File: src/bdio_map.svh
// Address map, reset values and constants of the bidirectional port block
`ifndef BDIO_MAP_SVH
`define BDIO_MAP_SVH

// ----------------------------------------------------------------------
// Access port layout
// ----------------------------------------------------------------------
`define BDIO_ADDR_W        3
`define BDIO_OFF_DATA1     3'h0
`define BDIO_OFF_DATA2     3'h1
`define BDIO_OFF_DATA3     3'h2
`define BDIO_OFF_DIR1      3'h4
`define BDIO_OFF_DIR2      3'h5
`define BDIO_OFF_DIR3      3'h6
`define BDIO_DIR_SEL_BIT   2

// ----------------------------------------------------------------------
// Reset and read-back values
// ----------------------------------------------------------------------
`define BDIO_DIR_RST       8'h00
`define BDIO_DIR_READ      8'hFF
`define BDIO_UNMAPPED_READ 8'h00
`define BDIO_RDATA_RST     8'h00
`define BDIO_SYNC_RST      8'h00

`endif

File: src/bdio_pkg.sv
// Types shared by the bidirectional port block
package bdio_pkg;

  // ----------------------------------------------------------------------
  // Access decode result
  // ----------------------------------------------------------------------
  typedef enum logic [1:0] {
    BDIO_T_NONE,
    BDIO_T_DATA,
    BDIO_T_DIR
  } bdio_target_t;

  typedef logic [7:0] bdio_byte_t;

endpackage

File: src/bdio_ports.sv
// Three bidirectional parallel ports with direction and output latches
//
// Notes on behaviour
// RULE_01 - Twenty lines: two eight-bit, one four-bit port
// RULE_02 - Direction bit one drives, zero listens
// RULE_03 - Direction registers are write-only, read all ones
// RULE_04 - Reset clears every direction bit to input
// RULE_05 - Reset leaves output latches untouched
// RULE_06 - Output line reads back its latch
// RULE_07 - Port write updates every latch bit
// RULE_08 - Input line reads the pin level
// RULE_09 - Input lines float; port one may pull up
// RULE_10 - Pin levels pass a synchroniser before reads
`timescale 1ns/1ns
`include "bdio_map.svh"

module bdio_ports #(
  parameter int PORT_ONE_W   = 8,
  parameter int PORT_TWO_W   = 8,
  parameter int PORT_THREE_W = 4,
  parameter bit PULLUP_EN    = 1'b0
) (
  input  wire logic                          clk,
  input  wire logic                          sys_rst,
  input  wire logic [`BDIO_ADDR_W-1:0]       cpu_addr,
  input  wire logic                          cpu_wr,
  input  wire logic                          cpu_rd,
  input  wire logic [7:0]                    cpu_wdata,
  output logic      [7:0]                    cpu_rdata_q,
  output logic                               cpu_rvalid_q,
  input  wire logic [PORT_ONE_W-1:0]         port_one_lines_in,
  output logic      [PORT_ONE_W-1:0]         port_one_lines_out_q,
  output logic      [PORT_ONE_W-1:0]         port_one_lines_oe_q,
  output logic      [PORT_ONE_W-1:0]         port_one_pullup_q,
  input  wire logic [PORT_TWO_W-1:0]         port_two_lines_in,
  output logic      [PORT_TWO_W-1:0]         port_two_lines_out_q,
  output logic      [PORT_TWO_W-1:0]         port_two_lines_oe_q,
  input  wire logic [PORT_THREE_W-1:0]       port_three_lines_in,
  output logic      [PORT_THREE_W-1:0]       port_three_lines_out_q,
  output logic      [PORT_THREE_W-1:0]       port_three_lines_oe_q
);

  // ----------------------------------------------------------------------
  // Elaboration checks: the datapath is one byte wide per port
  // ----------------------------------------------------------------------
  if (PORT_ONE_W < 1 || PORT_ONE_W > 8 || PORT_TWO_W < 1 || PORT_TWO_W > 8 ||
      PORT_THREE_W < 1 || PORT_THREE_W > 8) begin : g_bad_width
    $error("bdio_ports: port widths must lie in 1..8");
  end

  // ----------------------------------------------------------------------
  // Decode helpers, shared by write, read and pull-up logic
  // ----------------------------------------------------------------------
  function automatic bdio_pkg::bdio_target_t target_of(input logic [`BDIO_ADDR_W-1:0] a);
    if (a[1:0] == 2'h3) begin
      target_of = bdio_pkg::BDIO_T_NONE;
    end else if (a[`BDIO_DIR_SEL_BIT]) begin
      target_of = bdio_pkg::BDIO_T_DIR;
    end else begin
      target_of = bdio_pkg::BDIO_T_DATA;
    end
  endfunction

  function automatic logic [7:0] mask_of(input logic [1:0] idx);
    int w;
    w = (idx == 2'h0) ? PORT_ONE_W : (idx == 2'h1) ? PORT_TWO_W : PORT_THREE_W;
    mask_of = 8'((9'h001 << w) - 9'h001);
  endfunction

  // ----------------------------------------------------------------------
  // State
  // ----------------------------------------------------------------------
  bdio_pkg::bdio_byte_t dir_q [3];
  bdio_pkg::bdio_byte_t dir_d [3];
  bdio_pkg::bdio_byte_t lat_q [3];
  bdio_pkg::bdio_byte_t lat_d [3];
  bdio_pkg::bdio_byte_t pin_raw [3];
  bdio_pkg::bdio_byte_t pin_s [3];
  bdio_pkg::bdio_byte_t rdata_d;
  logic                 rvalid_d;
  logic [7:0]           pull_d;
  logic [7:0]           pull_q;
  logic [1:0]           acc_idx;

  assign acc_idx = cpu_addr[1:0];

  // ----------------------------------------------------------------------
  // Pin sampling: one synchroniser per port, zero-extended to a byte
  // ----------------------------------------------------------------------
  assign pin_raw[0] = 8'(port_one_lines_in);
  assign pin_raw[1] = 8'(port_two_lines_in);
  assign pin_raw[2] = 8'(port_three_lines_in);

  for (genvar g = 0; g < 3; g++) begin : g_sync // RULE_01
    bdio_sync #(
      .W (8)
    ) u_sync (
      .clk        (clk),
      .sys_rst    (sys_rst),
      .pin_raw    (pin_raw[g]),
      .pin_sync_q (pin_s[g])
    ); // RULE_10
  end

  // ----------------------------------------------------------------------
  // Direction and latch next state
  // ----------------------------------------------------------------------
  always_comb begin
    for (int i = 0; i < 3; i++) begin
      dir_d[i] = dir_q[i];
      lat_d[i] = lat_q[i];
    end
    if (cpu_wr && !sys_rst) begin
      unique case (target_of(cpu_addr))
        bdio_pkg::BDIO_T_DIR: begin
          dir_d[acc_idx] = cpu_wdata & mask_of(acc_idx); // RULE_02
        end
        bdio_pkg::BDIO_T_DATA: begin
          // Whole port written, whatever the direction bits say
          lat_d[acc_idx] = cpu_wdata & mask_of(acc_idx); // RULE_07
        end
        bdio_pkg::BDIO_T_NONE: begin
        end
      endcase
    end
    // Pull-up sits only on input lines of port one, when fitted
    pull_d = PULLUP_EN ? (~dir_d[0] & mask_of(2'h0)) : 8'h00; // RULE_09
    if (sys_rst) begin
      pull_d = PULLUP_EN ? mask_of(2'h0) : 8'h00;
    end
  end

  // Direction resets to input; latches deliberately carry no reset
  always_ff @(posedge clk) begin
    for (int i = 0; i < 3; i++) begin
      if (sys_rst) begin
        dir_q[i] <= `BDIO_DIR_RST; // RULE_04
      end else begin
        dir_q[i] <= dir_d[i];
      end
      lat_q[i] <= lat_d[i]; // RULE_05
    end
    pull_q <= pull_d;
  end

  // ----------------------------------------------------------------------
  // Read path: one cycle after the strobe, reads see pre-write state
  // ----------------------------------------------------------------------
  always_comb begin
    rdata_d  = cpu_rdata_q;
    rvalid_d = cpu_rd;
    if (cpu_rd) begin
      unique case (target_of(cpu_addr))
        bdio_pkg::BDIO_T_DIR: begin
          rdata_d = `BDIO_DIR_READ; // RULE_03
        end
        bdio_pkg::BDIO_T_DATA: begin
          // Output lines give the latch, input lines the synced pin
          rdata_d = ((dir_q[acc_idx] & lat_q[acc_idx]) | // RULE_06
                     (~dir_q[acc_idx] & pin_s[acc_idx])) // RULE_08
                    & mask_of(acc_idx);
        end
        bdio_pkg::BDIO_T_NONE: begin
          rdata_d = `BDIO_UNMAPPED_READ;
        end
      endcase
    end
  end

  // Read data holds until the next read or a reset
  always_ff @(posedge clk) begin
    if (sys_rst) begin
      cpu_rdata_q  <= `BDIO_RDATA_RST;
      cpu_rvalid_q <= 1'b0;
    end else begin
      cpu_rdata_q  <= rdata_d;
      cpu_rvalid_q <= rvalid_d;
    end
  end

  // ----------------------------------------------------------------------
  // Pin drivers: enable is the direction bit, so inputs float
  // ----------------------------------------------------------------------
  assign port_one_lines_out_q   = lat_q[0][PORT_ONE_W-1:0];
  assign port_one_lines_oe_q    = dir_q[0][PORT_ONE_W-1:0]; // RULE_09
  assign port_one_pullup_q      = pull_q[PORT_ONE_W-1:0];
  assign port_two_lines_out_q   = lat_q[1][PORT_TWO_W-1:0];
  assign port_two_lines_oe_q    = dir_q[1][PORT_TWO_W-1:0];
  assign port_three_lines_out_q = lat_q[2][PORT_THREE_W-1:0];
  assign port_three_lines_oe_q  = dir_q[2][PORT_THREE_W-1:0];
endmodule

File: src/bdio_sync.sv
// Three-stage pin synchroniser with agreement filter
`timescale 1ns/1ns
`include "bdio_map.svh"

module bdio_sync #(
  parameter int W = 8
) (
  input  wire logic         clk,
  input  wire logic         sys_rst,
  input  wire logic [W-1:0] pin_raw,
  output logic      [W-1:0] pin_sync_q
);

  logic [W-1:0] s1_q;
  logic [W-1:0] s2_q;
  logic [W-1:0] s3_q;
  logic [W-1:0] s1_d;
  logic [W-1:0] s2_d;
  logic [W-1:0] s3_d;
  logic [W-1:0] out_d;

  // ----------------------------------------------------------------------
  // Next state: a bit changes only once stages two and three agree
  // ----------------------------------------------------------------------
  always_comb begin
    s1_d  = pin_raw;
    s2_d  = s1_q;
    s3_d  = s2_q;
    out_d = pin_sync_q;
    for (int i = 0; i < W; i++) begin
      if (s2_q[i] == s3_q[i]) begin
        out_d[i] = s3_q[i]; // RULE_10
      end
    end
  end

  // Registers; s1 feeds only s2 to keep metastability contained
  always_ff @(posedge clk) begin
    if (sys_rst) begin
      s1_q       <= W'(`BDIO_SYNC_RST);
      s2_q       <= W'(`BDIO_SYNC_RST);
      s3_q       <= W'(`BDIO_SYNC_RST);
      pin_sync_q <= W'(`BDIO_SYNC_RST);
    end else begin
      s1_q       <= s1_d;
      s2_q       <= s2_d;
      s3_q       <= s3_d;
      pin_sync_q <= out_d;
    end
  end
endmodule

File: config.mk
export PLATFORM = sky130hd
export DESIGN_NAME = bdio_ports
export DESIGN_NICKNAME = d
export VERILOG_FILES = /design/src/bdio_pkg.sv /design/src/bdio_ports.sv /design/src/bdio_sync.sv
export VERILOG_INCLUDE_DIRS = /design/src /design/src/src
export SDC_FILE = /design/constraint.sdc
export NUM_CORES = 1
export LEC_CHECK = 0
export ABC_AREA = 1
export BUFFER_PORTS_ARGS = -buffer_cell sky130_fd_sc_hd__buf_2
export CAP_MARGIN = 0
export CORE_UTILIZATION = 30
export DETAILED_ROUTE_END_ITERATION = 7
export PLACE_DENSITY = 0.58
export RECOVER_POWER = 100
export REMOVE_ABC_BUFFERS = 1
export SLEW_MARGIN = 15
export SYNTH_ARGS = -nofsm -noshare
export SYNTH_HDL_FRONTEND = slang
export SYNTH_HIERARCHICAL = 1
export SYNTH_SLANG_ARGS = --single-unit
File: constraint.sdc
create_clock -name clk -period 2.8 [get_ports clk]
set_input_delay 0.56 -clock clk [delete_from_list [all_inputs] [get_ports clk]]
set_output_delay 0.56 -clock clk [all_outputs]
set_load 0.01 [all_outputs]
==> flow_metrics.tcl, run 1 <==
set metrics [dict create \
    status "finished, final reports clean" \
    vias 3595 \
    fp.dieH_um 129 \
    worstSkewPairLatency_ps 410 \
    vdd_drop_max_uv 417 \
    cp.depth 5 \
    root_buffer "clkbuf_16" \
    fin_nets 682 \
    cp.required_ps 2890 \
    antenna_found_initial 0 \
    hold_class "in2reg" \
    firstDrtPassIters 4 \
    crit_family "buffers and inverters" \
    dr_wl_met2_mm 5.03 \
    path_clk_slew_ps 60 \
    grt_max_degree 65 \
    setup_tns_ps 0 \
    clock.fmax_mhz 461 \
    dieArea_um2 16800 \
    path_cells "clkbuf_1 -> inv_1 -> nand2_1 -> nor2_1 -> clkbuf_1" \
    insertedDiodeCount 0 \
    dr_wl_met3_um 676 \
    first_global_vias 3284 \
    drive_gt1_frac 0.109 \
    report.final.slew_viol_count 0 \
    rsz0062_at_grt "false" \
    syn_avg_cell_area_um2 8.51 \
    ys_warn_count 6 \
    cp.arrival_ps 2260 \
    cp_common_cell "clkbuf_1" \
    viasPerCell 4.10 \
    core_area_um2 15900 \
    final.setup_skew_ps 7.26 \
    max_stage_delay_ps 440 \
    end_kind "flip-flop" \
    r2r_cells 6 \
    final-setup-viol-count 0 \
    synthToLayoutAreaGrowth_pct 19.3 \
    grt_pass1_wl_mm 17.0 \
    ant_nets 0 \
    holdWs_ps 344 \
    drt-initial-drc-count 234 \
    power_leakage_nw 2.44 \
    ctsHoldBuffers 0 \
    netlist_area_um2 4870 \
    portBuffers 83 \
    gp_congestion 0.811 \
    drv_cap 0 \
    wirelength_mm 10.8 \
    tightest_slew_ps 1360 \
    htreeDepth 4 \
    syn_inst 573 \
    cts.sinks 129 \
    rows 46 \
    worstPathBufferInverterCount 3 \
    cts_resized 0 \
    startpoint "cpu_addr[1]" \
    die-width_um 129 \
    ff2ff_setup_slack_ps 1730 \
    ioPinCount 92 \
    critPathKind "in2reg" \
    fin_cells 876 \
    worstReg2RegEnd "cpu_rdata_q[7]" \
    cts_buffers 17 \
    crit_end "lat_q[0][3]" \
    drc 0 \
    wl_per_cell_um 12.3 \
    met1_length_mm 5.02 \
    relSlewSlack 0.0965 \
    cts_setup_buffers 0 \
    finalHoldViolCount 0 \
    tritoncts "yes" \
    finalWorstPathRequiredPeriod_ps 2170 \
    p_total_mw 4.48 \
    cts.path.max_buffers 2 \
    gr-usage-all-layers 0.137 \
    grt_overflow 0 \
    dp_cells 844 \
    hpwl_mm 7.73 \
    hp-start "port_one_lines_in[6]" \
    startpoint_type "input pin" \
    slowest_stage "inv_1" \
    fin_crit_sh 0.775 \
    final_util 0.366 \
    top_layer "met4" \
    r2r_start "lat_q[0][7]" \
    start_util 0.307 \
    cellPowerDensity_nw_per_um2 770 \
    fillers 1746 \
    crit_fanout 15 \
]
==> state kept, by name (all words and copies together), names as in the netlist <==
register	count
dir_q	20
g_sync.u_sync/s2_q	20
g_sync.u_sync/pin_sync_q	20
g_sync.u_sync/s3_q	20
lat_q	20
cpu_rvalid_q	1
g_sync.u_sync/s1_q	20
cpu_rdata_q	8
==> cell usage in the layout, fill, tap and decap left out, types with 20 or more instances in the layout <==
cell type,n
clkbuf_1,60
buf_2,28
nand3_1,31
a21oi_1,34
dfxtp_1,109
o21ai_0,44
nand2_1,42
inv_1,92
nor2_1,137
edfxtp_1,20
==> worst register-to-register path, cell delays in order, from the launching register on <==
cell and delay [ps]:
edfxtp_1 430, nor2_1 150, nor2_1 60, o21ai_0 80
nand3_1 90, o211ai_1 110, inv_1 50
==> per-layer routing <==
metal,vias to the layer above,GRT usage
li1,1897,-
met1,1603,0.174
met2,90,0.216
met3,5,0.0491
met4,0,0.0492
met5,-,0
==> stage by stage <==
| stage | setup WS, ps | cell area (um^2) |
|---|---|---|
| 2_1_floorplan | 903 | 4570 |
| 3_3_place_gp | 709 | 5300 |
| 3_5_place_dp | 681 | 5300 |
| 4_1_cts | 1120 | 5940 |
| 5_1_grt | 504 | 5810 |
| 6_report | 631 | 5810 |
==> power breakdown <==
| group | internal, mW | total [mW] | switching (mW) |
|---|---|---|---|
| Combinational | 0.0654 | 0.201 | 0.136 |
| Sequential | 1.94 | 1.97 | 0.0277 |
| Clock | 1.54 | 2.31 | 0.771 |
==> how the worst min path moves through the flow <==
stage                                    end  depth (start not counted)
floorplan           g_sync[0].u_sync/s2_q[0]                          2
global placement    g_sync[2].u_sync/s2_q[3]                          2
detailed placement  g_sync[1].u_sync/s2_q[0]                          2
CTS                 g_sync[1].u_sync/s1_q[0]                          3
global route        g_sync[0].u_sync/s1_q[6]                          3
finish              g_sync[0].u_sync/s1_q[6]                          3
==> cell type report <==
cell class	count	area [um^2]	share of cell area
clock buffer	23	509	0.0876
clock inverter	9	124	0.0213
inverter	96	368	0.0633
multi-input combinational	314	1390	0.238
sequential	129	2780	0.479
tap	216	270	0.0465
timing repair buffer	89	374	0.0643
Power figures use the tool's default switching activity.
==> inputs of run 2 (changes only) <==
Settings changed: ABC_AREA 1 to 0.
Clock period 2.8 ns to 2 ns, I/O delays scaled along.
==> flow_metrics.tcl, run 2 <==
set metrics [dict create \
    status "finished, violations left" \
    violations "DRC" \
    final.setup_skew_ps 3.19 \
    slowest_stage "clkbuf_1" \
    die-width_um 125 \
    gr-usage-all-layers 0.136 \
    fin_crit_sh 0.814 \
    grt_max_degree 75 \
    p_clk_frac 0.500 \
    worstPathBufferInverterCount 3 \
    end_kind "flip-flop" \
    power_leakage_nw 2.01 \
    seqPwrFrac 0.458 \
    combPwrFrac 0.042 \
    final-setup-viol-count 0 \
    r2r_start "dir_q[1][2]" \
    path_cells "buf_4 -> clkbuf_1 -> buf_12 -> a211oi_1" \
    htreeDepth 4 \
    grt_overflow 0 \
    ant_nets 0 \
    start_util 0.311 \
    p_sw_mw 1.31 \
    finalHoldViolCount 0 \
    syn_inst 431 \
    hpwl_mm 7.16 \
    fp.dieH_um 125 \
    grt_pass1_wl_mm 16.0 \
    drc 8 \
    cts.sinks 129 \
    fin_nets 545 \
    cp.depth 4 \
    layout_common_cells "dfxtp_1, nor2b_1, clkbuf_1, o21ai_0, nand2_1" \
    antenna_found_initial 0 \
    relSlewSlack 0.300 \
    path_clk_slew_ps 50 \
    cts_buffers 17 \
    wl_per_cell_um 14.5 \
    hold_path_end "g_sync[2].u_sync/s1_q[3]" \
    insertedDiodeCount 0 \
    worstReg2RegEnd "cpu_rdata_q[2]" \
    cp.required_ps 2270 \
    drt-initial-drc-count 162 \
    crit_fanout 74 \
    cp.arrival_ps 1900 \
    place_area_um2 5070 \
    max_stage_delay_ps 800 \
    ff2ff_setup_slack_ps 820 \
    setup_tns_ps 0 \
    final_common_cell "dfxtp_1" \
    cts_resized 0 \
    gp_congestion 0.720 \
    design_area_um2 5570 \
    crit_family "buffers and inverters" \
    ys_warn_count 6 \
    firstDrtPassIters 8 \
    finalWorstPathRequiredPeriod_ps 1630 \
    first_global_vias 3040 \
    cellPowerDensity_nw_per_um2 1080 \
    syn_avg_cell_area_um2 10.6 \
    startpoint_type "input pin" \
    dieArea_um2 15700 \
    hold_class "in2reg" \
    tritoncts "yes" \
    netlist_area_um2 4570 \
    rows 44 \
    p_total_mw 5.99 \
    p_int_mw 4.68 \
    clock.fmax_mhz 614 \
    vias 3149 \
    viasPerCell 4.45 \
    worstSkewPairLatency_ps 410 \
    ioPinCount 92 \
    hold_depth 2 \
    synthToLayoutAreaGrowth_pct 21.9 \
    drv_cap 0 \
    hp-start "port_three_lines_in[3]" \
    holdWs_ps 192 \
    critPathKind "in2reg" \
    report.final.slew_viol_count 0 \
    rsz0062_at_grt "false" \
    core_area_um2 14700 \
    r2r_cells 4 \
    tightest_slew_ps 1050 \
    swShare 0.219 \
    ctsHoldBuffers 0 \
    vdd_drop_max_uv 532 \
    root_buffer "clkbuf_16" \
    wirelength_mm 10.2 \
    portBuffers 83 \
    drive_gt1_frac 0.138 \
    cts_setup_buffers 0 \
    cts.path.max_buffers 2 \
]
run 2: how the worst max path moves through the flow:
stage,slack (ps),startpoint,to
finish,370,sys_rst,cpu_rdata_q[5]
global route,240,cpu_addr[0],lat_q[1][4]
CTS,560,lat_q[1][3],port_two_lines_out_q[3]
detailed placement,160,cpu_addr[0],lat_q[1][3]
global placement,210,cpu_addr[0],lat_q[1][2]
floorplan,450,cpu_addr[2],lat_q[0][0]
run 2: layout make-up:
class / count / area (um^2)
timing repair buffer: 93 / 420
fill: 1472 / 9130
sequential: 129 / 2780
clock buffer: 22 / 528
clock inverter: 10 / 66.3
tap: 184 / 230
multi-input combinational: 269 / 1540
run 2: through the flow:
stage	utilization	worst slack (ps)	cells
after global placement	0.345	206	675
after global routing	0.379	242	707
after floorplan	-	451	398
final	0.379	372	707
after CTS	0.386	565	707
after detailed placement	0.345	159	675
run 2: power by group through the flow:
stage	sequential, mW	combinational, mW	clock [mW]
after floorplan	2.80	0.0969	0
after global placement	2.80	0.262	0
after detailed placement	2.80	0.266	0
after CTS	2.74	0.267	3.06
after global routing	2.75	0.278	3.17
final	2.74	0.252	2.99
run 2: worst register-to-register path: stages, from the launching register on:
cell     delay [ps]
dfxtp_1         400
mux2i_1         100
o21ai_0         230
mux2i_1         240
a21oi_1          90
run 2: layer usage:
metal | vias to the layer above | wire length (um) | track usage
met5 | - | 0 | 0
met3 | 14 | 605 | 0.0543
met4 | 0 | 160 | 0.0574
met2 | 82 | 4750 | 0.210
li1 | 1586 | - | -
met1 | 1467 | 4730 | 0.168
==> inputs of run 3 (changes only) <==
Clock period 2 ns to 1.6 ns, I/O delays scaled along.
==> flow_metrics.tcl, run 3 (synthesized netlist as in run 2, its figures left out) <==
set metrics [dict create \
    vias 3209 \
    tritoncts "yes" \
    cts.sinks 129 \
    cp.required_ps 1280 \
    fillers 1443 \
    htreeDepth 4 \
    layout_common_cells "dfxtp_1, nor2b_1, clkbuf_1, o21ai_0, nand2_1" \
    relSlewSlack 0.554 \
    core_area_um2 14700 \
    tightest_slew_ps 669 \
    die-width_um 125 \
    place_ws_ps 92.6 \
    ioPinCount 92 \
    drive_gt1_frac 0.146 \
    grt_pass1_wl_mm 16.7 \
    dieArea_um2 15700 \
    worstPathBufferInverterCount 1 \
    start_util 0.311 \
    final_common_cell "dfxtp_1" \
    firstDrtPassIters 8 \
    violations "DRC" \
    dp_cells 685 \
    critPathKind "reg2out" \
    cts_buffers 17 \
    portBuffers 83 \
    fin_nets 555 \
    setup_slack_ps 278 \
    root_buffer "clkbuf_16" \
    cts_resized 0 \
    worstSkewPairLatency_ps 410 \
    status "finished, violations left" \
    holdWs_ps 117 \
    grt_overflow 0 \
    setup_tns_ps 0 \
    drt-initial-drc-count 218 \
    first_global_vias 3239 \
    startpoint_type "flip-flop" \
    final-setup-viol-count 0 \
    final_util 0.389 \
    vdd_drop_max_uv 670 \
    insertedDiodeCount 0 \
    gp_congestion 0.771 \
    final.setup_skew_ps 9.10 \
    crit_family "flip-flops" \
    fp.dieH_um 125 \
    finalHoldViolCount 0 \
    wirelength_mm 10.4 \
    slowest_stage "edfxtp_1" \
    synthToLayoutAreaGrowth_pct 25.1 \
    path_clk_slew_ps 50 \
    cp.arrival_ps 1000 \
    gr-usage-all-layers 0.141 \
    viasPerCell 4.48 \
    ctsHoldBuffers 0 \
    end_kind "output pin" \
    crit_fanout 2 \
    hold_class "in2reg" \
    place_area_um2 5160 \
    p_total_mw 7.89 \
    fin_crit_sh 0.827 \
    ant_nets 0 \
    path_cells "clkbuf_1" \
    max_stage_delay_ps 440 \
    rsz0062_at_grt "false" \
    design_area_um2 5710 \
    cts_setup_buffers 0 \
    wl_per_cell_um 14.4 \
    fin_cells 717 \
    hpwl_mm 7.54 \
    report.final.slew_viol_count 0 \
    cellPowerDensity_nw_per_um2 1380 \
    antenna_found_initial 0 \
    power_leakage_nw 2.07 \
    rows 44 \
    clock.fmax_mhz 756 \
    cts.path.max_buffers 2 \
    drc 9 \
    grt_max_degree 44 \
    finalWorstPathRequiredPeriod_ps 1320 \
    drv_cap 0 \
]
[run 3: cell types whose count changed in the layout (fill, tap and decap cells not counted), moves of 2 or more]
| cell | delta |
|---|---|
| bufinv_16 | +4 |
| clkbuf_1 | +6 |
| buf_4 | +4 |
| clkbuf_4 | +2 |
| clkbuf_16 | -2 |
| inv_4 | -3 |
[run 3: layout make-up]
cell class                      instances  area, um^2  share of cell area
Sequential cell                       129        2780               0.487
Multi-Input combinational cell        269        1560               0.272
Tap cell                              184         230              0.0403
Clock inverter                          9         150              0.0263
Timing Repair Buffer                  103         495              0.0867
Clock buffer                           23         499              0.0874
[run 3: worst paths after layout]
path	startpoint	end	slack, ps	cells past startpoint
setup / recovery	lat_q[1][1]	port_two_lines_out_q[1]	280	1
hold / removal	port_two_lines_in[6]	g_sync[1].u_sync/s1_q[6]	120	2
hold reg to reg	g_sync[0].u_sync/s1_q[6]	g_sync[0].u_sync/s2_q[6]	430	1
setup reg to reg	dir_q[0][3]	cpu_rdata_q[3]	420	4
[run 3: layer usage]
layer	wire [um]	up-vias	GRT usage
li1	-	1613	-
met1	4510	1488	0.163
met2	4880	93	0.225
met3	850	15	0.0633
met4	112	0	0.0653
met5	0	-	0
[run 3: worst reg2reg max path, stage by stage, from the launching register on]
cell and delay [ps]:
dfxtp_1 400, mux2i_1 90, o21ai_0 220, mux2i_1 240
a21oi_1 90
[run 3: where the power goes]
group	leakage [nW]	internal, mW	switching, mW	total (mW)
Sequential	1.06	3.39	0.0429	3.43
Combinational	0.697	0.133	0.199	0.332
Clock	0.314	2.82	1.31	4.13
